`src/fsps_pkg.sv`:
```
// Constants shared by the flash self-program sequencer.
// Assumes a 20 MHz system clock and a 16-bit program pointer.
package fsps_pkg;
  // Wishbone register byte offsets.
  localparam logic [7:0] CTRL_OFS = 8'h00;
  localparam logic [7:0] STAT_OFS = 8'h04;
  localparam logic [7:0] CTRL_RST = 8'h00;

  // Control register bit positions.
  localparam int EN_BIT      = 0;
  localparam int ERASE_BIT   = 1;
  localparam int WRITE_BIT   = 2;
  localparam int LOCKRD_BIT  = 3;
  localparam int REENABLE_BIT = 4;
  localparam int CMD_BITS    = 5;

  // Legal command codes in the low five control bits.
  localparam logic [4:0] CMD_LOAD     = 5'h01;
  localparam logic [4:0] CMD_ERASE    = 5'h03;
  localparam logic [4:0] CMD_WRITE    = 5'h05;
  localparam logic [4:0] CMD_LOCKRD   = 5'h09;
  localparam logic [4:0] CMD_REENABLE = 5'h11;
  localparam logic [4:0] CMD_NONE     = 5'h00;

  // Status register bit positions.
  localparam int ST_BUSY_BIT = 0;
  localparam int ST_EE_BIT   = 1;
  localparam int ST_WIN_BIT  = 2;

  // Pointer layout: byte bit, word-in-page field, page index field.
  localparam int PTR_BITS   = 16;
  localparam int WORD_BITS  = 5;
  localparam int PAGE_WORDS = 32;
  localparam int WORD_LSB   = 1;
  localparam int PAGE_LSB   = WORD_LSB + WORD_BITS;
  localparam int PAGE_BITS  = PTR_BITS - PAGE_LSB;

  // Pointer values that select fuse and lock bytes.
  localparam logic [15:0] PTR_FUSE_LOW = 16'h0000;
  localparam logic [15:0] PTR_LOCK     = 16'h0001;
  localparam logic [15:0] PTR_FUSE_EXT = 16'h0002;
  localparam logic [15:0] PTR_FUSE_HIGH = 16'h0003;

  // Erased flash and empty buffer words read as all ones.
  localparam logic [15:0] ERASED_WORD = 16'hFFFF;
  localparam logic [7:0]  UNMAPPED_BYTE = 8'hFF;

  // Command windows in clock cycles.
  localparam int WIN_BITS     = 3;
  localparam logic [2:0] STORE_WINDOW = 3'h4;
  localparam logic [2:0] LOAD_WINDOW  = 3'h3;
  localparam logic [2:0] WIN_LAST     = 3'h1;

  // Programming time from the calibrated oscillator, in nanoseconds.
  localparam int CLK_PERIOD_NS = 50;
  localparam int PROG_MIN_NS   = 3700000;
  localparam int PROG_MAX_NS   = 4500000;
  localparam int PROG_CYCLES   = (PROG_MIN_NS + CLK_PERIOD_NS - 1) / CLK_PERIOD_NS;
  localparam int PROG_BITS     = 17;

  typedef enum logic [1:0] {
    FSPS_IDLE,
    FSPS_ERASE,
    FSPS_STREAM,
    FSPS_PROG
  } fsps_state_t;
endpackage

```
`src/fsps_countdown.sv`:
```
// Loadable down-counter used for the command window and the program timer.
// Assumes start_i and hold_i come from logic on the same clock.
module fsps_countdown #(
  parameter int W = 3
) (
  input  wire logic         clk_i,
  input  wire logic         rst_i,
  input  wire logic         hold_i,
  input  wire logic         start_i,
  input  wire logic [W-1:0] load_val_i,
  output logic      [W-1:0] cnt_o,
  output logic              run_o
);
  logic [W-1:0] next_cnt;

  // Restart wins over counting; the count stops at zero.
  assign next_cnt = start_i ? load_val_i : (run_o ? cnt_o - W'(1) : cnt_o);
  assign run_o    = (cnt_o != '0);

  // A reset is ignored while hold_i protects a running operation.
  always_ff @(posedge clk_i) begin
    if (rst_i && !hold_i) begin
      cnt_o <= '0;
    end else begin
      cnt_o <= next_cnt;
    end
  end
endmodule

```
`src/fsps_sequencer.sv`:
```
// Flash self-program sequencer with its Wishbone control registers.
// Assumes the CPU core pulses store_i and load_i on this clock and obeys cpu_halt_o.
// Summary of operation
// - Code 00000011 then store erases page.
// - Erase uses page field only, ignores data.
// - CPU halted for whole page erase.
// - Code 00000001 then store loads one word.
// - Word-in-page field selects buffer location.
// - Buffer cleared after write, reenable, reset.
// - EEPROM write discards partly loaded buffer.
// - Code 00000101 then store writes page.
// - CPU halted until page is programmed.
// - Loads accepted any order, before/after erase.
// - Low pointer bits word, high bits page.
// - Load returns byte selected by whole pointer.
// - EEPROM busy blocks programming and fuse reads.
// - Lock read: pointer 0x0001, load within three.
// - Lock mode clears on read or timeout.
// - Fuse low, extended, high by pointer.
// - Programmed bits read zero, unprogrammed one.
// - Reset lets running flash operation complete.
// - Operations timed between 3.7 and 4.5 ms.
// - Enable arms store for four cycles.
// - Enable stays set during erase or write.
// - Illegal command codes start nothing.
module fsps_sequencer #(
  parameter int PROG_CYCLES = fsps_pkg::PROG_CYCLES
) (
  input  wire logic        clk_i,
  input  wire logic        rst_i,
  // Wishbone slave.
  input  wire logic        wb_cyc_i,
  input  wire logic        wb_stb_i,
  input  wire logic        wb_we_i,
  input  wire logic [7:0]  wb_adr_i,
  input  wire logic [3:0]  wb_sel_i,
  input  wire logic [31:0] wb_dat_i,
  output logic      [31:0] wb_dat_o,
  output logic             wb_ack_o,
  // CPU core instruction side.
  input  wire logic        store_i,
  input  wire logic        load_i,
  input  wire logic [15:0] ptr_i,
  input  wire logic [15:0] word_data_i,
  output logic             cpu_halt_o,
  output logic             load_take_o,
  output logic      [7:0]  load_data_o,
  // Neighbour status and non-volatile bytes; a one marks a programmed bit.
  input  wire logic        eeprom_busy_i,
  input  wire logic [7:0]  fuse_low_prog_i,
  input  wire logic [7:0]  fuse_high_prog_i,
  input  wire logic [7:0]  fuse_ext_prog_i,
  input  wire logic [7:0]  lock_prog_i,
  // Flash array strobes.
  output logic             flash_erase_o,
  output logic             flash_we_o,
  output logic      [9:0]  flash_page_o,
  output logic      [4:0]  flash_word_o,
  output logic      [15:0] flash_wdata_o
);
  fsps_pkg::fsps_state_t state;
  fsps_pkg::fsps_state_t next_state;
  logic [4:0]  ctrl;
  logic [15:0] buf_mem [fsps_pkg::PAGE_WORDS];
  logic [fsps_pkg::PAGE_WORDS-1:0] buf_valid;
  logic [4:0]  stream_idx;
  logic [2:0]  win_cnt;
  logic        win_run;
  logic [16:0] prog_cnt;
  logic        prog_run;

  // Bus decode; the slave answers every access one cycle after the request.
  wire         wb_go     = wb_cyc_i && wb_stb_i && !wb_ack_o;
  wire         wb_wr     = wb_go && wb_we_i;
  wire         hit_ctrl  = (wb_adr_i == fsps_pkg::CTRL_OFS);
  wire         hit_stat  = (wb_adr_i == fsps_pkg::STAT_OFS);
  wire         busy      = (state != fsps_pkg::FSPS_IDLE);
  wire [4:0]   wr_code   = wb_dat_i[fsps_pkg::CMD_BITS-1:0];
  wire         code_ok   = (wr_code == fsps_pkg::CMD_LOAD) || (wr_code == fsps_pkg::CMD_ERASE)
                        || (wr_code == fsps_pkg::CMD_WRITE) || (wr_code == fsps_pkg::CMD_LOCKRD)
                        || (wr_code == fsps_pkg::CMD_REENABLE);
  wire         ctrl_wr   = wb_wr && hit_ctrl && wb_sel_i[0] && !busy
                        && !eeprom_busy_i;
  wire         cmd_start = ctrl_wr && code_ok;

  // Pointer split into word and page fields.
  wire [4:0]   ptr_word  = ptr_i[fsps_pkg::WORD_LSB +: fsps_pkg::WORD_BITS];
  wire [9:0]   ptr_page  = ptr_i[fsps_pkg::PAGE_LSB +: fsps_pkg::PAGE_BITS];

  // A store or load is taken as the armed command only inside the window.
  wire         store_go  = store_i && win_run && !busy && !eeprom_busy_i
                        && (ctrl != fsps_pkg::CMD_NONE);
  wire         go_load   = store_go && (ctrl == fsps_pkg::CMD_LOAD);
  wire         go_erase  = store_go && (ctrl == fsps_pkg::CMD_ERASE);
  wire         go_write  = store_go && (ctrl == fsps_pkg::CMD_WRITE);
  wire         load_go   = load_i && !eeprom_busy_i && (ctrl == fsps_pkg::CMD_LOCKRD)
                        && (win_cnt > (fsps_pkg::STORE_WINDOW - fsps_pkg::LOAD_WINDOW));
  wire         win_end   = (win_cnt == fsps_pkg::WIN_LAST) && !cmd_start;
  wire         prog_done = (state == fsps_pkg::FSPS_PROG) && (prog_cnt == 17'h00001);
  wire         write_done = prog_done && ctrl[fsps_pkg::WRITE_BIT];
  wire         last_word = (stream_idx == 5'(fsps_pkg::PAGE_WORDS - 1));

  // Buffer clear sources; the EEPROM discard only matters once loading began.
  wire         buf_clear = write_done
                        || (cmd_start && (wr_code == fsps_pkg::CMD_REENABLE))
                        || (eeprom_busy_i && (buf_valid != '0))
                        || (rst_i && (state != fsps_pkg::FSPS_STREAM));

  // Byte selected by the pointer in lock and fuse read mode, inverted.
  wire [7:0]   rd_prog   = (ptr_i == fsps_pkg::PTR_FUSE_LOW)  ? fuse_low_prog_i  :
                           (ptr_i == fsps_pkg::PTR_LOCK)      ? lock_prog_i      :
                           (ptr_i == fsps_pkg::PTR_FUSE_EXT)  ? fuse_ext_prog_i  :
                           (ptr_i == fsps_pkg::PTR_FUSE_HIGH) ? fuse_high_prog_i :
                           ~fsps_pkg::UNMAPPED_BYTE;
  wire [7:0]   rd_byte   = ~rd_prog;

  // Read data for the two registers; any other address reads zero.
  wire [31:0]  stat_word = {29'h0, win_run, eeprom_busy_i, busy};
  wire [31:0]  rd_word   = hit_ctrl ? {27'h0, ctrl} : (hit_stat ? stat_word : 32'h0);

  // Command window: four cycles after each accepted control write.
  fsps_countdown #(
    .W (fsps_pkg::WIN_BITS)
  ) u_window (
    .clk_i      (clk_i),
    .rst_i      (rst_i),
    .hold_i     (1'b0),
    .start_i    (cmd_start),
    .load_val_i (fsps_pkg::STORE_WINDOW),
    .cnt_o      (win_cnt),
    .run_o      (win_run)
  );

  // Programming timer; a reset cannot cut a running erase or write short.
  fsps_countdown #(
    .W (fsps_pkg::PROG_BITS)
  ) u_prog_timer (
    .clk_i      (clk_i),
    .rst_i      (rst_i),
    .hold_i     (busy),
    .start_i    (go_erase || (state == fsps_pkg::FSPS_STREAM && last_word)),
    .load_val_i (17'(PROG_CYCLES)),
    .cnt_o      (prog_cnt),
    .run_o      (prog_run)
  );

  // Operation sequence: erase waits the program time; write streams then waits.
  always_comb begin
    next_state = state;
    unique case (state)
      fsps_pkg::FSPS_IDLE: begin
        if (go_erase) begin
          next_state = fsps_pkg::FSPS_ERASE;
        end else if (go_write) begin
          next_state = fsps_pkg::FSPS_STREAM;
        end
      end
      fsps_pkg::FSPS_ERASE: begin
        if (prog_cnt == 17'h00001) begin
          next_state = fsps_pkg::FSPS_IDLE;
        end
      end
      fsps_pkg::FSPS_STREAM: begin
        if (last_word) begin
          next_state = fsps_pkg::FSPS_PROG;
        end
      end
      fsps_pkg::FSPS_PROG: begin
        if (prog_done) begin
          next_state = fsps_pkg::FSPS_IDLE;
        end
      end
    endcase
  end

  // State survives a reset while an operation is in flight.
  // An unknown busy at power-up falls to the reset branch, so the state cannot lock up unknown.
  always_ff @(posedge clk_i) begin
    if (!rst_i || busy) begin
      state <= next_state;
    end else begin
      state <= fsps_pkg::FSPS_IDLE;
    end
  end

  // The CPU stays halted for the whole erase or write.
  assign cpu_halt_o = busy;

  // Control bits: set by a legal write, held during an operation, cleared on use, window end or idle reset.
  always_ff @(posedge clk_i) begin
    if (rst_i && !busy) begin
      ctrl <= fsps_pkg::CMD_NONE;
    end else if (cmd_start) begin
      ctrl <= wr_code;
    end else if ((store_go && !go_erase && !go_write) || load_go) begin
      ctrl <= fsps_pkg::CMD_NONE;
    end else if (busy) begin
      ctrl <= (prog_done || (state == fsps_pkg::FSPS_ERASE && prog_cnt == 17'h00001))
              ? fsps_pkg::CMD_NONE : ctrl;
    end else if (win_end && !store_go) begin
      ctrl <= fsps_pkg::CMD_NONE;
    end
  end

  // Page buffer words; loads go to the word field in any order.
  always_ff @(posedge clk_i) begin
    if (go_load) begin
      buf_mem[ptr_word] <= word_data_i;
    end
  end

  // Valid marks; unloaded words program as erased.
  always_ff @(posedge clk_i) begin
    if (buf_clear) begin
      buf_valid <= '0;
    end else if (go_load) begin
      buf_valid[ptr_word] <= 1'b1;
    end
  end

  // Page write streams the buffer into flash one word per cycle.
  always_ff @(posedge clk_i) begin
    if (rst_i && !busy) begin
      stream_idx <= 5'h00;
    end else if (state == fsps_pkg::FSPS_STREAM) begin
      stream_idx <= stream_idx + 5'h01;
    end else begin
      stream_idx <= 5'h00;
    end
  end

  // Flash strobes and addresses; the page comes only from the page field.
  always_ff @(posedge clk_i) begin
    flash_erase_o <= go_erase;
    flash_we_o    <= (state == fsps_pkg::FSPS_STREAM);
    flash_word_o  <= stream_idx;
    flash_wdata_o <= buf_valid[stream_idx] ? buf_mem[stream_idx] : fsps_pkg::ERASED_WORD;
    if (rst_i && !busy) begin
      flash_page_o <= 10'h000;
    end else if (go_erase || go_write) begin
      flash_page_o <= ptr_page;
    end
  end

  // Lock and fuse byte answer, one cycle after the load.
  always_ff @(posedge clk_i) begin
    if (rst_i) begin
      load_take_o <= 1'b0;
      load_data_o <= 8'h00;
    end else begin
      load_take_o <= load_go;
      load_data_o <= load_go ? rd_byte : load_data_o;
    end
  end

  // Wishbone answer: ack one cycle after the request, dropped the next cycle.
  always_ff @(posedge clk_i) begin
    if (rst_i) begin
      wb_ack_o <= 1'b0;
      wb_dat_o <= 32'h0;
    end else begin
      wb_ack_o <= wb_go;
      wb_dat_o <= (wb_go && !wb_we_i) ? rd_word : 32'h0;
    end
  end

  // Helper copies for the checks below.
  logic [4:0] past_word;
  always_ff @(posedge clk_i) begin
    past_word <= ptr_word;
  end

  // Checks on the sequencer's own behaviour.
  erase_halt_a: assert property (@(posedge clk_i) disable iff (rst_i)
    go_erase |=> cpu_halt_o [*8])
    else $error("CPU not held during page erase.");
  write_halt_a: assert property (@(posedge clk_i) disable iff (rst_i)
    (state == fsps_pkg::FSPS_PROG && !prog_done) |-> cpu_halt_o ##1 cpu_halt_o)
    else $error("CPU released before page write finished.");
  window_close_a: assert property (@(posedge clk_i) disable iff (rst_i)
    (!busy && win_end && !store_go && !go_load && !load_go) |=> ctrl == fsps_pkg::CMD_NONE)
    else $error("Control bits survived the command window.");
  enable_held_a: assert property (@(posedge clk_i) disable iff (rst_i)
    (busy && !prog_done && prog_cnt != 17'h00001) |=> ctrl[fsps_pkg::EN_BIT])
    else $error("Enable bit dropped during an operation.");
  load_slot_a: assert property (@(posedge clk_i) disable iff (rst_i)
    (go_load && !buf_clear) |=> buf_valid[past_word])
    else $error("Loaded word not marked in its slot.");
  write_clear_a: assert property (@(posedge clk_i) disable iff (rst_i)
    write_done |=> (buf_valid == '0) && !busy)
    else $error("Buffer not cleared after page write.");
  eeprom_block_a: assert property (@(posedge clk_i) disable iff (rst_i)
    eeprom_busy_i |-> !store_go && !load_go && !cmd_start)
    else $error("Flash access taken while EEPROM busy.");
  fuse_low_a: assert property (@(posedge clk_i) disable iff (rst_i)
    (load_go && ptr_i == fsps_pkg::PTR_FUSE_LOW)
    |=> load_take_o && (load_data_o == ~$past(fuse_low_prog_i)))
    else $error("Fuse low byte returned wrong.");
  bad_code_a: assert property (@(posedge clk_i) disable iff (rst_i)
    (ctrl_wr && !code_ok && ctrl == fsps_pkg::CMD_NONE) |=> ctrl == fsps_pkg::CMD_NONE)
    else $error("Illegal code started an operation.");
  prog_time_a: assert property (@(posedge clk_i) disable iff (rst_i)
    go_erase |=> prog_cnt == 17'(PROG_CYCLES))
    else $error("Program timer not loaded with its time.");
  wb_ack_a: assert property (@(posedge clk_i) disable iff (rst_i)
    (wb_cyc_i && wb_stb_i && !wb_ack_o) |=> wb_ack_o ##1 !wb_ack_o)
    else $error("Wishbone ack not a single cycle.");

  // Main scenarios.
  erase_seen_c: cover property (@(posedge clk_i) go_erase ##[1:20] busy);
  write_seen_c: cover property (@(posedge clk_i) go_write);
  load_seen_c:  cover property (@(posedge clk_i) go_load ##[1:8] go_load);
  fuse_seen_c:  cover property (@(posedge clk_i) load_go);
endmodule

```
`config.mk`:
```
export PLATFORM = sky130hd
export DESIGN_NAME = fsps_sequencer
export DESIGN_NICKNAME = d
export VERILOG_FILES = /design/src/fsps_pkg.sv /design/src/fsps_countdown.sv /design/src/fsps_sequencer.sv
export SDC_FILE = /design/constraint.sdc
export NUM_CORES = 1
export LEC_CHECK = 0
export BUFFER_PORTS_ARGS = -buffer_cell sky130_fd_sc_hd__buf_2
export CAP_MARGIN = 40
export CORE_ASPECT_RATIO = 0.7
export CORE_MARGIN = 4
export CORE_UTILIZATION = 65
export CTS_BUF_LIST = sky130_fd_sc_hd__clkbuf_4
export CTS_CLUSTER_DIAMETER = 40
export CTS_CLUSTER_SIZE = 14
export DETAILED_ROUTE_END_ITERATION = 10
export GPL_ROUTABILITY_DRIVEN = 1
export PLACE_DENSITY = 0.85
export SYNTH_ARGS = -nofsm -noshare
export SYNTH_HDL_FRONTEND = slang
export SYNTH_SLANG_ARGS = --single-unit
export TNS_END_PERCENT = 30
```
`constraint.sdc`:
```
create_clock -name clk_i -period 4.96 [get_ports clk_i]
set_input_delay 0.248 -clock clk_i [delete_from_list [all_inputs] [get_ports clk_i]]
set_output_delay 0.248 -clock clk_i [all_outputs]
set_load 0.005 [all_outputs]
```
Word-level counts from Yosys, hierarchy flattened
Memories as Yosys holds them, arrays and structs flattened. A register that Yosys moved wholly into a read port is not among the register bits.
Cells that the tools add are included.
{ "totals": {"n_memories": 1, "word_cells": 153, "register_bits": 123, "out_inout_bits": 76, "mem_bits_rw": 512, "in_bits": 116} }
{ "mem_list": {"columns": ["memory", "depth", "width", "read_ports", "rd_ports_with_merged_regs", "wr", "line_no", "text"], "rows": [
  ["buf_mem", 32, 16, 1, 1, 1, "fsps_sequencer.sv:64", "logic [15:0] buf_mem [fsps_pkg::PAGE_WORDS];"]
]} }
{ "op_classes": {"n_mux": 27, "eq_ne": 25, "order_cmp": 4, "reduce_logical": 72, "add_sub_neg": 3, "n_bitwise": 4} }
{ "op_table": {"columns": ["cell", "n"], "rows": [
  ["17-bit 2-to-1 mux", 2],
  ["16-bit by 2-bit equality test with 1-bit output (second input constant)", 2],
  ["1-bit logical AND", 32],
  ["8-bit 2-to-1 mux", 4],
  ["32-bit bitwise OR", 1],
  ["32-bit nonzero test", 1],
  ["5-bit 2-to-1 mux", 6],
  ["17-bit by 1-bit equality test with 1-bit output (second input constant)", 1],
  ["17-bit nonzero test", 1],
  ["17-bit by 1-bit subtractor with 17-bit output (second input constant)", 1],
  ["16-bit by 1-bit equality test with 1-bit output (second input constant)", 1],
  ["16-bit zero test", 1],
  ["1-bit logical OR", 12],
  ["5-bit by 6-bit < comparator with 1-bit output (second input constant)", 2],
  ["5-bit by 1-bit equality test with 1-bit output (second input constant)", 2],
  ["5-bit by 2-bit equality test with 1-bit output (second input constant)", 2],
  ["5-bit by 3-bit equality test with 1-bit output (second input constant)", 2],
  ["5-bit by 4-bit equality test with 1-bit output (second input constant)", 2],
  ["5-bit equality test (second input constant)", 2],
  ["1-bit zero test", 10],
  ["2-bit 2-to-1 mux", 5],
  ["3-bit 2-to-1 mux", 3],
  ["8-bit by 3-bit equality test with 1-bit output (second input constant)", 1],
  ["8-bit zero test", 1],
  ["25 further kinds", 38]
]} }

Logic depth before layout (Yosys ltp)
Gate-level depths: netlist of the first run.
{ "logic_depth": {"word_depth": 15, "ltp_mapped": 10, "mapped_depth_nobuf": 8} }

Hierarchy
A second synthesis of the first run with hierarchy kept.
{ "unflattened": {"cells_unflattened": 1481, "area_unflattened_um2": 24966.4} }
{ "modules_own_cells": {"columns": ["mod", "seq_area_each_um2", "cells_each", "n_inst", "area_each_um2"], "rows": [
  ["fsps_sequencer", 17216.5, 1349, 1, 23782.8],
  ["fsps_countdown (u_prog_timer)", 340.3, 111, 1, 987.2],
  ["fsps_countdown (u_window)", 60.1, 21, 1, 196.4]
]} }

Worst setup path before layout of the first run
OpenSTA, ideal clock, no wires.
{ "synth_timing": {"kind": "flip-flop to flip-flop", "startpoint": "register stream_idx[2]", "endpoint": "register u_prog_timer.cnt_o[0]", "setup_ps": 128, "required_ps": 4832, "synth_period_minus_slack_ps": 2584, "stages_incl_launch_ff": 11, "arrival_time_ps": 2457, "path_buffers": 5, "slack_ps": 2376, "cell_sequence": "dfxtp_1 -> clkbuf_1 -> clkbuf_1 -> clkbuf_1 -> buf_1 -> and3_1 -> ha_1 -> a21oi_1 -> nand2b_1 -> clkbuf_1 -> nor2_1"} }
{ "synth_via": {"elab_chain_cells": 4} }
{ "synth_rtl": {"columns": ["element", "line_no", "text"], "rows": [
  ["from (decl)", "fsps_sequencer.sv:66", "logic [4:0] stream_idx;"],
  ["from (signal assigned)", "fsps_sequencer.sv:226", "stream_idx <= stream_idx + 5'h01;"],
  ["5-bit equality test", "fsps_sequencer.sv:101", "wire last_word = (stream_idx == 5'(fsps_pkg::PAGE_WORDS - 1));"],
  ["1-bit logical AND", "fsps_sequencer.sv:141", ".start_i (go_erase || (state == fsps_pkg::FSPS_STREAM && last_word)),"],
  ["1-bit logical OR", "fsps_sequencer.sv:141", null],
  ["2-bit OR reduction (no source line)", null, null],
  ["to (signal assigned)", "fsps_countdown.sv:25", "cnt_o <= next_cnt;"],
  ["to (decl)", "fsps_countdown.sv:11", "output logic [W-1:0] cnt_o,"]
]} }
Every way passes these cells.
A chain may end at the register's enable or synchronous reset.

Worst setup path after layout of the first run
{ "layout_timing": {"startpoint": "input port wb_adr_i[6]", "endpoint": "register ctrl[3]"} }
{ "layout_via": {"elab_chain_cells": 11, "elab_cells_between_ends": 13, "cone_classes": "eq/ne: 1; mux: 1; reduce/logical: 11"} }
{ "layout_rtl": {"columns": ["element", "line_no", "text"], "rows": [
  ["from (decl)", "fsps_sequencer.sv:35", "input wire logic [7:0] wb_adr_i,"],
  ["8-bit zero test *", "fsps_sequencer.sv:75", "wire hit_ctrl = (wb_adr_i == fsps_pkg::CTRL_OFS);"],
  ["1-bit logical AND * (3 in a row)", "fsps_sequencer.sv:82", "wire ctrl_wr = wb_wr && hit_ctrl && wb_sel_i[0] && !busy"],
  ["1-bit logical AND *", "fsps_sequencer.sv:83", "&& !eeprom_busy_i;"],
  ["1-bit logical AND *", "fsps_sequencer.sv:84", "wire cmd_start = ctrl_wr && code_ok;"],
  ["1-bit zero test", "fsps_sequencer.sv:98", "wire win_end = (win_cnt == fsps_pkg::WIN_LAST) && !cmd_start;"],
  ["1-bit logical AND", "fsps_sequencer.sv:98", null],
  ["1-bit logical AND", "fsps_sequencer.sv:200", "end else if (win_end && !store_go) begin"],
  ["4-bit nonzero test (no source line)", null, null],
  ["2-bit AND reduction (no source line)", null, null],
  ["to (signal assigned)", "fsps_sequencer.sv:196", "ctrl <= fsps_pkg::CMD_NONE;"],
  ["to (signal assigned)", "fsps_sequencer.sv:198", "ctrl <= (prog_done || (state == fsps_pkg::FSPS_ERASE && prog_cnt == 17'h00001))"],
  ["to (signal assigned)", "fsps_sequencer.sv:201", "ctrl <= fsps_pkg::CMD_NONE;"],
  ["to (decl)", "fsps_sequencer.sv:63", "logic [4:0] ctrl;"]
]} }
Every way passes the cells marked *; elsewhere a longest branch is shown, timed or not.

==> impl_results.md, run 1 <==
- Final Max Tran Viols: 0
- Final setup vio count: 0
- Slew HR: between 30% and 40%
- Final wirelength: 56400 microns
- Hold path cells: 3
- Core footprint: between 0.03 and 0.04 sq mm
- Clock sink total: approximately 620
- Adder-Cell Fraction of Synth Area: 0.396%
- Layout cell share with drive strength beyond 1: a little under a quarter
- Cell area power density: 322 mW/mm^2
- FF+latch count, synth: 624
- Area Overhead vs Synth: 11.2%
- Average instance area after synthesis: roughly 17 sq um
- WP data required: between 5 and 6 ns
- CP max FO: 4
- Critical Path AT: around 4 ns
- Reg2Reg Capture Point: flash_wdata_o[14]
- Hold Path Origin: store_i
- Synth Flop Type: edfxtp_1
- Pre-CTS setup slack: ~1.7 ns
- Clock Skews: roughly 0.045 ns
- Nets: around 1.8k
- Synth warn: 0
- WS Path Type: in2reg
- Fin Setup TNS: 0 ns
- GPL Wtd Cong: 0.854
- Crit share post-route: between 60 and 70%
- CP Launch Type: primary input
- Synth area leaders: edfxtp_1 (62%), dfxtp_1 (9.1%), mux4_2 (6.6%), mux2i_1 (5.5%), a221oi_1 (1.8%)
- Worst-case reg-to-reg path depth: 5
- Combinational family with the most area after synthesis: multiplexers
- Compound-Gate Fraction of Synth Area: just under 8%
- Clock Pin Slew Worst Setup and Hold Paths: approximately 0.13 ns
- First-pass GRT wire length: around 85000 microns
- Outcome: finished clean
- Top-Level Pins: 192
- Pre-antenna DRT Iters: 5
- Synth Area in Simple Gates: 4.65%
- Mux cell area share after synthesis: about an eighth
- CP most frequent cell: dlygate4sd3_1
- Hold Violations, Final: 0
- Initial core utilization: 66.1%
- Initial antenna violation count: 2
- Synth async-reset ratio: 0%
- EDFF count, synth: between 500 and 600
- Die Y-Extent: between 150 and 200 microns
- DRC violations left: 0
- Max Cap Violations: 0
- R2R setup slack: about 1.7 ns
- Post-synthesis xor/xnor area fraction: 0.640%
- DRT iter0 DRCs: around 1.7k
- CTS root buf: clkbuf_4
- # rows: between 50 and 60
- Clock H-tree levels: 2
- Die W: roughly 240 microns
- Hold Crit Endpoint: flash_erase_o
- Min cycle time layout: 3.36 ns
- All-layer global routing usage: about 28%
- CP max stage cell: dlygate4sd3_1
- Critical Path Sink Type: flop
- Vias: ~15k
- CTS buffer count: 54
- Pin count of the biggest net entering global routing: 68
- RSZ-0062 raised after global routing: false
- Final setup margin: between 1.5 and 2 ns
- Routed len/inst: between 20 and 30 microns
- Hold WC Path Type: in2reg
- Detailed placer's ending HPWL: roughly 34000 microns
- Post-CTS Resized: 0
- Worst-margin pin slew: approximately 0.9 ns
- Synth cell types: 61
- Top-area cell type share of the netlist area: between 60 and 70%
- Max Buffers Root-to-Sink: 3
- Synth area leader: edfxtp_1
- Die Area: around 0.04 sq mm
- Max Freq: between 200 and 300 MHz
- Worst VDD drop: ~250 uV
- Vias per cell: between 6 and 7
- Sequential fraction of the synthesis area: 71.5%
- Port Buffer Count: 134
- Crit path max-delay family: buffers and inverters
- Worst-path cell chain: dlygate4sd3_1 -> buf_2 -> nor4_1 -> dlygate4sd3_1 -> nand2_1 -> dlygate4sd3_1 -> nor4_1 -> nand2_1 -> o21bai_1 -> a21oi_1 -> dlygate4sd3_1
- Remaining antenna violation count: 0
- Post-layout util: 73.5%
- CP bufs+invs: 5
- Vias in the first global route: between 10k and 15k
- Post-Syn Area: approximately 0.025 sq mm
- Syn Inst Count: between 1k and 1.5k
- LEAKAGE: between 8 and 9 nW
- GRT Residual Overflow: 0
- CP max stage delay: about 0.6 ns
- CTS tree: yes
- Reg-to-Reg Start: stream_idx[1]
- Worst-skew pair later-pin latency: about 0.8 ns
==> synthesized netlist by cell type (all sizes together) (11+ instances only) <==
| cell | number |
|---|---|
| a22oi | 20 |
| o21a | 49 |
| xnor2 | 13 |
| nor2 | 87 |
| a211oi | 11 |
| o311ai | 17 |
| nor4 | 19 |
| or2 | 17 |
| a221oi | 52 |
| a22o | 16 |
| mux4 | 72 |
| o211ai | 16 |
| mux2i | 136 |
| o21ai | 19 |
| a21oi | 30 |
| buf | 55 |
| dfxtp | 112 |
| nand2 | 23 |
| clkbuf | 54 |
| mux2 | 16 |
| edfxtp | 512 |
==> state kept, by name, indices dropped and copies added, names as in the netlist, 5 cells and up <==
register / flops
ctrl: 5
load_data_o: 8
stream_idx: 5
u_prog_timer.cnt_o: 17
buf_mem: 512
wb_dat_o: 5
flash_word_o: 5
buf_valid: 32
flash_page_o: 10
flash_wdata_o: 16
==> repair_timing <==
| action | CTS | global route |
|---|---|---|
| setup buffers | 0 | 0 |
| endpoints found under the hold margin | 535 | 0 |
| hold buffers | 66 | 0 |
==> stage by stage <==
stage / hold WS (ns) / cells / area, sq um / total power [mW]
final: 0.0677 / 2217 / 27400 / 8.83
after global routing: 0.0193 / 2217 / 27400 / 9.15
after CTS: 0.00346 / 2216 / 27400 / 8.85
after detailed placement: 0.483 / 2049 / 26000 / 6.40
after global placement: 0.459 / 2044 / 25900 / 6.37
after floorplan: 0.329 / 1488 / 24700 / 6.25
==> worst max path at each step <==
stage | endpoint | slack, ns | cells past startpoint | start
after floorplan | u_prog_timer.cnt_o[0] | 2.38 | 10 | stream_idx[2]
after global placement | flash_wdata_o[13] | 1.78 | 5 | stream_idx[1]
after detailed placement | flash_wdata_o[13] | 1.71 | 5 | stream_idx[1]
after CTS | flash_wdata_o[13] | 1.71 | 5 | stream_idx[1]
after global routing | ctrl[2] | 1.53 | 11 | wb_adr_i[6]
final | ctrl[3] | 1.60 | 11 | wb_adr_i[6]
==> where the power goes <==
part	switching (mW)	internal [mW]	leakage, nW
Sequential	0.0444	5.70	5.51
Clock	1.58	0.917	0.473
Combinational	0.345	0.250	2.89
Total	1.97	6.87	8.87
==> worst min-delay path, delay by kind of cell <==
kind | cells | cell delay, ns
buffers and inverters | 1 | 0.12
and+or+nand+nor | 2 | 0.42
==> routing by layer <==
metal / track usage [%] / wire length (microns) / vias to the layer above
met1: 39.9 / 21800 / 7189
met3: 5.24 / 6140 / 125
met5: 0 / 13 / -
li1: - / - / 6261
met2: 44.3 / 27000 / 930
met4: 7.21 / 1410 / 2
==> layout make-up <==
class	count	area, sq um
Antenna cell	1	2.50
Sequential cell	624	17600
Clock buffer	87	653
Multi-Input combinational cell	746	6580
Inverter	9	33.8
Fill cell	2140	9880
Timing Repair Buffer	248	1760
Clock inverter	14	129
Tap cell	488	611
==> cells by family after synthesis <==
group | after synthesis
AO/OA/AOI/OAI | 250
XOR/XNOR | 18
adder cells (fa/ha/maj) | 8
AND/OR/NAND/NOR | 219
multiplexers | 224
other | 1
buffers and inverters | 118
flip-flops | 624
==> placed cells by master, fill, tap and decap left out, types with 5 or more instances in the layout <==
cell             n
a221oi_1        52
or2_2           17
nor3_1           8
dlygate4sd3_1   66
dfxtp_1        108
o21ai_0         19
xnor2_1         13
a22o_1          16
o311ai_0        16
nand3b_1         6
and2_1           8
a22oi_1         20
nand2b_1         8
nor2_2           5
o21a_1          49
nor4_1          19
mux4_2          72
nand4_1          6
a211oi_1        11
buf_2          134
mux2_2          16
nand2_1         23
nor2b_1         10
o211ai_1        16
conb_1          27
nor2_1          81
ha_1             7
inv_1            9
clkbuf_4        87
buf_4           40
or3_1            5
xor2_1           5
mux2i_1        136
a21oi_1         30
edfxtp_1       512
a2111oi_0        5
No activity file was read; power rests on OpenSTA's default activity.
==> run 2: changes to the inputs <==
--- a/config.mk
+++ b/config.mk
@@ -9,13 +9,13 @@
 export CAP_MARGIN = 40
 export CORE_ASPECT_RATIO = 0.7
 export CORE_MARGIN = 4
-export CORE_UTILIZATION = 65
+export CORE_UTILIZATION = 62
 export CTS_BUF_LIST = sky130_fd_sc_hd__clkbuf_4
 export CTS_CLUSTER_DIAMETER = 40
 export CTS_CLUSTER_SIZE = 14
 export DETAILED_ROUTE_END_ITERATION = 10
 export GPL_ROUTABILITY_DRIVEN = 1
-export PLACE_DENSITY = 0.85
+export PLACE_DENSITY = 0.82
 export SYNTH_ARGS = -nofsm -noshare
 export SYNTH_HDL_FRONTEND = slang
 export SYNTH_SLANG_ARGS = --single-unit
==> constraint.sdc (replaced) <==
create_clock -name clk_i -period 3.4 [get_ports clk_i]
set_input_delay 0.17 -clock clk_i [delete_from_list [all_inputs] [get_ports clk_i]]
set_output_delay 0.17 -clock clk_i [all_outputs]
set_load 0.005 [all_outputs]
==> run 2 against run 1 <==
- register-to-register slack lost 1.5 ns
- routed wire length shrank 0.57%
- non-clock buffer count grew 30
- critical path depth shrank 6
- sequential power grew 46%
- hold slack lost 0.0054 ns
- cell count grew 3.2%
- first-iteration DRC count shrank 8.1%
- global-route usage shrank 1.4 points
- die area grew 4.6%
- setup slack lost 1.4 ns
- design area grew 1.3%
- critical path type is now reg2reg
- critical endpoint is now load_data_o[5]
- highest routed layer unchanged
==> impl_results.md, run 2 (synthesis gave the netlist of run 1 again) <==
- Outcome: finished clean
- Remaining antenna violation count: 0 (unchanged)
- Critical Path AT: 3.91 ns (-0.12 ns)
- P_int: 10.2 mW (+48%)
- Sw Pwr: 2.86 mW (+45%)
- Min cycle time layout: ~3.2 ns
- RSZ-0062 raised after global routing: false
- Vias in the first global route: 14.6k (-0.24%)
- CP max FO: 13 (+9)
- Die W: 246 microns (+2.3%)
- Commonest non-fill, non-tap cell in the layout: edfxtp_1
- DRC violations left: 0 (unchanged)
- Combinational share of power: 6.8% (about the same)
- Max Freq: between 300 and 400 MHz
- Die Area: 0.0431 sq mm (+4.6%)
- Largest register by flop count: buf_mem
- Final setup vio count: 0 (unchanged)
- Core footprint: 0.0388 sq mm (+4.1%)
- Port Buffer Count: 134 (unchanged)
- Hold WC Path Type: in2reg
- Vias: 14.6k (+0.42%)
- Clock sink total: 624 (unchanged)
- Pin count of the biggest net entering global routing: 66 (-2.9%)
- Detailed placer's ending HPWL: 34300 microns (+1.5%)
- WS Path Type: reg2reg
- Vias per cell: 6.37 (-2.7%)
- Final Max Tran Viols: 0 (unchanged)
- Highest-count cells in the layout ignoring fill and taps: edfxtp_1 (512), mux2i_1 (136), buf_2 (134), dfxtp_1 (108), clkbuf_4 (86)
- WP data required: 4.07 ns (-1.56 ns)
- Final wirelength: 56100 microns (-0.57%)
- Initial core utilization: 63.5% (-2.6 points)
- First-pass GRT wire length: 85600 microns (+0.45%)
- Clock Skews: 0.0381 ns (-0.00665 ns)
- Hold path cells: 4 (+1)
- Cell area power density: 469 mW/mm^2 (+46%)
- GRT Residual Overflow: 0 (unchanged)
- Clock H-tree levels: 2 (unchanged)
- DRT iter0 DRCs: 1605 (-8.1%)
- # rows: 60 (+1.7%)
- GPL Wtd Cong: 0.876 (+2.5%)
- CTS tree: yes
- Worst-skew pair later-pin latency: 0.79 ns (about the same)
- CP Launch Type: flop
- Clock Pin Slew Worst Setup and Hold Paths: 0.15 ns (+0.02 ns)
- Critical Path Sink Type: flop
- Flop pwr share: 64.4% (-0.6 points)
- Layout cell share with drive strength beyond 1: 24.0% (+0.73 points)
- Initial antenna violation count: 2 (unchanged)
- Slew HR: 47.3% (+7.6 points)
- Postcts setup bufs: 0 (unchanged)
- Top-Level Pins: 192 (unchanged)
- Biggest regs: buf_mem: 512 flops, buf_valid: 32 flops, u_prog_timer.cnt_o: 17 flops
- Die Y-Extent: 175 microns (+2.3%)
- Crit share post-route: between 90% and 100%
- Largest register FFs: 512 (unchanged)
- Max Cap Violations: 0 (unchanged)
- Nets: 1836 (+1.7%)
- LEAKAGE: 9.04 nW (+1.9%)
- Area Overhead vs Synth: 12.6%
- Max Buffers Root-to-Sink: 3 (unchanged)
- Worst-case reg-to-reg path depth: 5 (unchanged)
- CTS buffer count: 54 (unchanged)
- Post-layout util: 71.5% (-2.0 points)
- Fin Setup TNS: 0 ns (unchanged)
- Worst VDD drop: 305 uV (+22%)
- Clock share of power: 28.9% (+0.6 points)
- Hold Violations, Final: 0 (unchanged)
- Worst-margin pin slew: 0.791 ns (-0.113 ns)
- Net switching fraction of the power: 22.0% (-0.28 points)
- All-layer global routing usage: 26.1% (-1.4 points)
- Pre-antenna DRT Iters: 5 (unchanged)
- Routed len/inst: 24.5 microns (-3.6%)
- CTS root buf: clkbuf_4
run 2: worst max-delay path, cell delays in order, from the launching register on:
cell and delay (ns):
dfxtp_1 0.51, or4b_2 0.71, a211oi_1 0.51, nor2b_1 0.61, a211oi_1 0.19, dlygate4sd3_1 0.60
run 2: power by group through the flow:
| stage | registers [mW] | logic (mW) | clock network, mW |
|---|---|---|---|
| after global routing | 8.39 | 0.965 | 4.17 |
| after floorplan | 8.54 | 0.573 | 0 |
| after global placement | 8.54 | 0.763 | 0 |
| after CTS | 8.38 | 0.865 | 3.82 |
| after detailed placement | 8.55 | 0.802 | 0 |
| final | 8.38 | 0.880 | 3.76 |
run 2: through the flow:
stage | cells | hold WS, ns | power, mW | setup slack, ns | area, sq um
6_report | 2287 | 0.0622 | 13.0 | 0.161 | 27700
5_1_grt | 2287 | 0.0617 | 13.5 | 0.0207 | 27700
4_1_cts | 2286 | 0.00400 | 13.1 | 0.315 | 27700
3_5_place_dp | 2110 | 0.389 | 9.35 | 0.663 | 26200
3_3_place_gp | 2110 | 0.383 | 9.31 | 0.707 | 26200
2_1_floorplan | 1488 | 0.269 | 9.11 | 0.816 | 24700
run 2: path summary, 6_finish.rpt:
| path | start | end | slack, ns |
|---|---|---|---|
| worst max-delay path | ctrl[1] | load_data_o[5] | 0.16 |
| worst min-delay path | ptr_i[2] | buf_valid[28] | 0.06 |
| worst max register to register | ctrl[1] | load_data_o[5] | 0.16 |
| worst min register to register | stream_idx[4] | flash_word_o[4] | 0.39 |
run 2: routing by layer:
metal	global-route usage (%)	up-vias	share of wire (%)
met5	0	-	0.023
met2	40.9	881	47
met3	4.71	127	11
met1	38.8	7245	40
li1	-	6313	-
met4	6.85	2	2.7
run 2: cell type report:
cell class                 instances  area (sq um)
fill                            2375         11100
clock buffer                      86           646
inverter                           9          33.8
clock inverter                    16           186
tap                              527           659
timing repair buffer             278          2010
antenna                            1          2.50
multi-input combinational        746          6570
sequential                       624         17600
run 2: what timing repair did:
action / 4_1_cts / 5_1_grt
hold endpoints to repair: 551 / 0
hold buffers: 74 / 0
resized for setup: 0 / 1
endpoints found under the setup margin: 0 / 1
==> run 3: changes to the inputs <==
--- a/config.mk
+++ b/config.mk
@@ -5,17 +5,17 @@
 export SDC_FILE = /design/constraint.sdc
 export NUM_CORES = 1
 export LEC_CHECK = 0
-export BUFFER_PORTS_ARGS = -buffer_cell sky130_fd_sc_hd__buf_2
 export CAP_MARGIN = 40
 export CORE_ASPECT_RATIO = 0.7
 export CORE_MARGIN = 4
-export CORE_UTILIZATION = 62
+export CORE_UTILIZATION = 65
 export CTS_BUF_LIST = sky130_fd_sc_hd__clkbuf_4
 export CTS_CLUSTER_DIAMETER = 40
 export CTS_CLUSTER_SIZE = 14
 export DETAILED_ROUTE_END_ITERATION = 10
+export DONT_BUFFER_PORTS = 1
 export GPL_ROUTABILITY_DRIVEN = 1
-export PLACE_DENSITY = 0.82
+export PLACE_DENSITY = 0.81
 export SYNTH_ARGS = -nofsm -noshare
 export SYNTH_HDL_FRONTEND = slang
 export SYNTH_SLANG_ARGS = --single-unit
==> run 3 against run 2 <==
- flip-flop and latch count is the same
- count of clock-buffer cells in the layout shrank 6
- global-route usage grew 2.0 points
- setup slack gained 0.041 ns
- critical path depth grew 5
- cell count shrank 6.4%
- routed wire length grew 3.0%
- die area shrank 4.4%
- largest cell class unchanged
- combinational power is essentially flat
==> impl_results.md, run 3 (synthesis gave the netlist of run 1 again) <==
- Outcome: finished clean
- Max Freq: 313 MHz (+1.3%)
- CP max stage delay: 0.61 ns (-0.10 ns)
- CP max stage cell: dlygate4sd3_1
- CP Launch Type: flop
- Initial core utilization: 66.1% (+2.6 points)
- Final setup vio count: 0 (unchanged)
- Slew HR: 45.0% (-2.3 points)
- Vias in the first global route: 14.3k (-1.8%)
- Port Buffer Count: 0 (-100%)
- Final Max Tran Viols: 0 (unchanged)
- LEAKAGE: 8.62 nW (-4.6%)
- # rows: 59 (-1.7%)
- Area Overhead vs Synth: 11.3%
- Vias: 14.1k (-2.9%)
- Detailed placer's ending HPWL: 34300 microns (+0.15%)
- Cell area power density: 479 mW/mm^2 (+2.0%)
- Min cycle time layout: 3.20 ns (-0.0407 ns)
- Pin count of the biggest net entering global routing: 49 (-26%)
- Top-Level Pins: 192 (unchanged)
- Clock Skews: 0.0685 ns (+0.0304 ns)
- Hold Violations, Final: 0 (unchanged)
- Worst-path cell chain: inv_1 -> ha_1 -> nand2b_1 -> nand4_1 -> nor2_1 -> nand2_1 -> dlygate4sd3_1 -> nor2_1 -> dlygate4sd3_1 -> o21a_1
- Initial antenna violation count: 5 (+3)
- CP max FO: 6 (-7)
- Critical Path AT: 3.95 ns (+0.04 ns)
- All-layer global routing usage: 28.1% (+2.0 points)
- CTS root buf: clkbuf_4
- Biggest regs: buf_mem: 512 flops, buf_valid: 32 flops, u_prog_timer.cnt_o: 17 flops
- Die Y-Extent: 171 microns (-2.2%)
- Core footprint: 0.0373 sq mm (-3.9%)
- First-pass GRT wire length: 86600 microns (+1.1%)
- Vias per cell: 6.61 (+3.8%)
- DRC violations left: 0 (unchanged)
- Routed len/inst: 27.0 microns (+10%)
- Nets: 1732 (-5.7%)
- CTS buffer count: 56 (+3.7%)
- RSZ-0062 raised after global routing: true
- Final wirelength: 57800 microns (+3.0%)
- GPL Wtd Cong: 0.844 (-3.7%)
- Worst-margin pin slew: 0.823 ns (+0.0316 ns)
- Clock Pin Slew Worst Setup and Hold Paths: 0.15 ns (about the same)
- Post-layout instance area: 0.0274 sq mm (-1.1%)
- Post-layout util: 73.6% (+2.1 points)
- GRT Residual Overflow: 0 (unchanged)
- Remaining antenna violation count: 0 (unchanged)
- Commonest non-fill, non-tap cell in the layout: edfxtp_1
- Highest-count cells in the layout ignoring fill and taps: edfxtp_1 (512), mux2i_1 (136), dfxtp_1 (108), dlygate4sd3_1 (88)
- Layout cell share with drive strength beyond 1: 18.6% (-5.4 points)
- Crit share post-route: 94.1% (-1.2 points)
- DRT iter0 DRCs: 1422 (-11%)
- Max Cap Violations: 0 (unchanged)
- WP data required: 4.16 ns (+0.09 ns)
- Die Area: 0.0411 sq mm (-4.4%)
- Largest register by flop count: buf_mem
- CTS tree: yes
- Clock H-tree levels: 2 (unchanged)
- Pre-antenna DRT Iters: 6 (+1)
- Die W: 241 microns (-2.3%)
- Largest register FFs: 512 (unchanged)
- Max Buffers Root-to-Sink: 3 (unchanged)
- Critical Path Sink Type: flop
- CP bufs+invs: 3 (+2)
- WS Path Type: reg2reg
- Worst VDD drop: 433 uV (+42%)
- Hold WC Path Type: in2reg
- Worst-skew pair later-pin latency: 0.81 ns (+0.02 ns)
- DP Area: 0.0254 sq mm (-2.8%)
- Clock sink total: 624 (unchanged)
- Crit path max-delay family: buffers and inverters
[run 3: cell count changes in the layout (fill, tap and decap cells not counted), sizes merged]
cell and change:
inv +7, clkinv -8, clkbuf -6, clkinvlp +3
buf -120, diode +1, dlygate4sd3 +14, bufinv +1
[run 3: what timing repair did]
item,CTS,global route
hold buffers,95,0
hold endpoints to repair,742,0
buffers inserted,0,0
endpoints found under the setup margin,0,4
gates resized for setup,0,2
[run 3: per-layer routing]
layer / up-vias / global-route usage [%] / wire (microns)
met5: - / 0 / 41
met4: 6 / 8.15 / 1570
met3: 123 / 6.70 / 6030
met2: 812 / 44.8 / 27500
met1: 7100 / 40.0 / 22600
li1: 6104 / - / -
[run 3: layout make-up]
cell class	count	area [sq um]
Clock buffer	80	601
Tap cell	488	611
Antenna cell	2	5.00
Multi-Input combinational cell	746	6590
Timing Repair Buffer	172	1730
Sequential cell	624	17600
Inverter	9	33.8
Clock inverter	19	248
Fill cell	2171	9840
[run 3: path summary, 6_finish.rpt]
path / start / to / slack, ns / depth (start not counted)
hold / removal: ptr_i[8] / flash_page_o[2] / 0.09 / 3
setup / recovery: u_window.cnt_o[0] / buf_valid[11] / 0.20 / 10
hold reg to reg: stream_idx[4] / flash_word_o[4] / 0.48 / 0
setup reg to reg: u_window.cnt_o[0] / buf_valid[11] / 0.20 / 10
[run 3: per-stage QoR]
step	power [mW]	setup TNS, ns	std cells	hold WS, ns	setup WS, ns
final	13.1	0	2140	0.0879	0.202
after global routing	13.6	-0.0225	2140	0.0397	-0.0225
after CTS	13.1	0	2129	0.0152	0.279
after detailed placement	9.19	0	1935	0.248	0.729
after global placement	9.16	0	1935	0.243	0.800
after floorplan	9.11	0	1488	0.269	0.816
[run 3: report_power, final]
group,internal (mW),switching [mW]
Combinational,0.375,0.502
Clock,1.50,2.38
Sequential,8.31,0.0650
Total,10.2,2.94
[run 3: worst min-delay path, cell delays in order]
cell	delay, ns
dlygate4sd3_1	0.53
mux2i_1	0.08
nor2_1	0.08
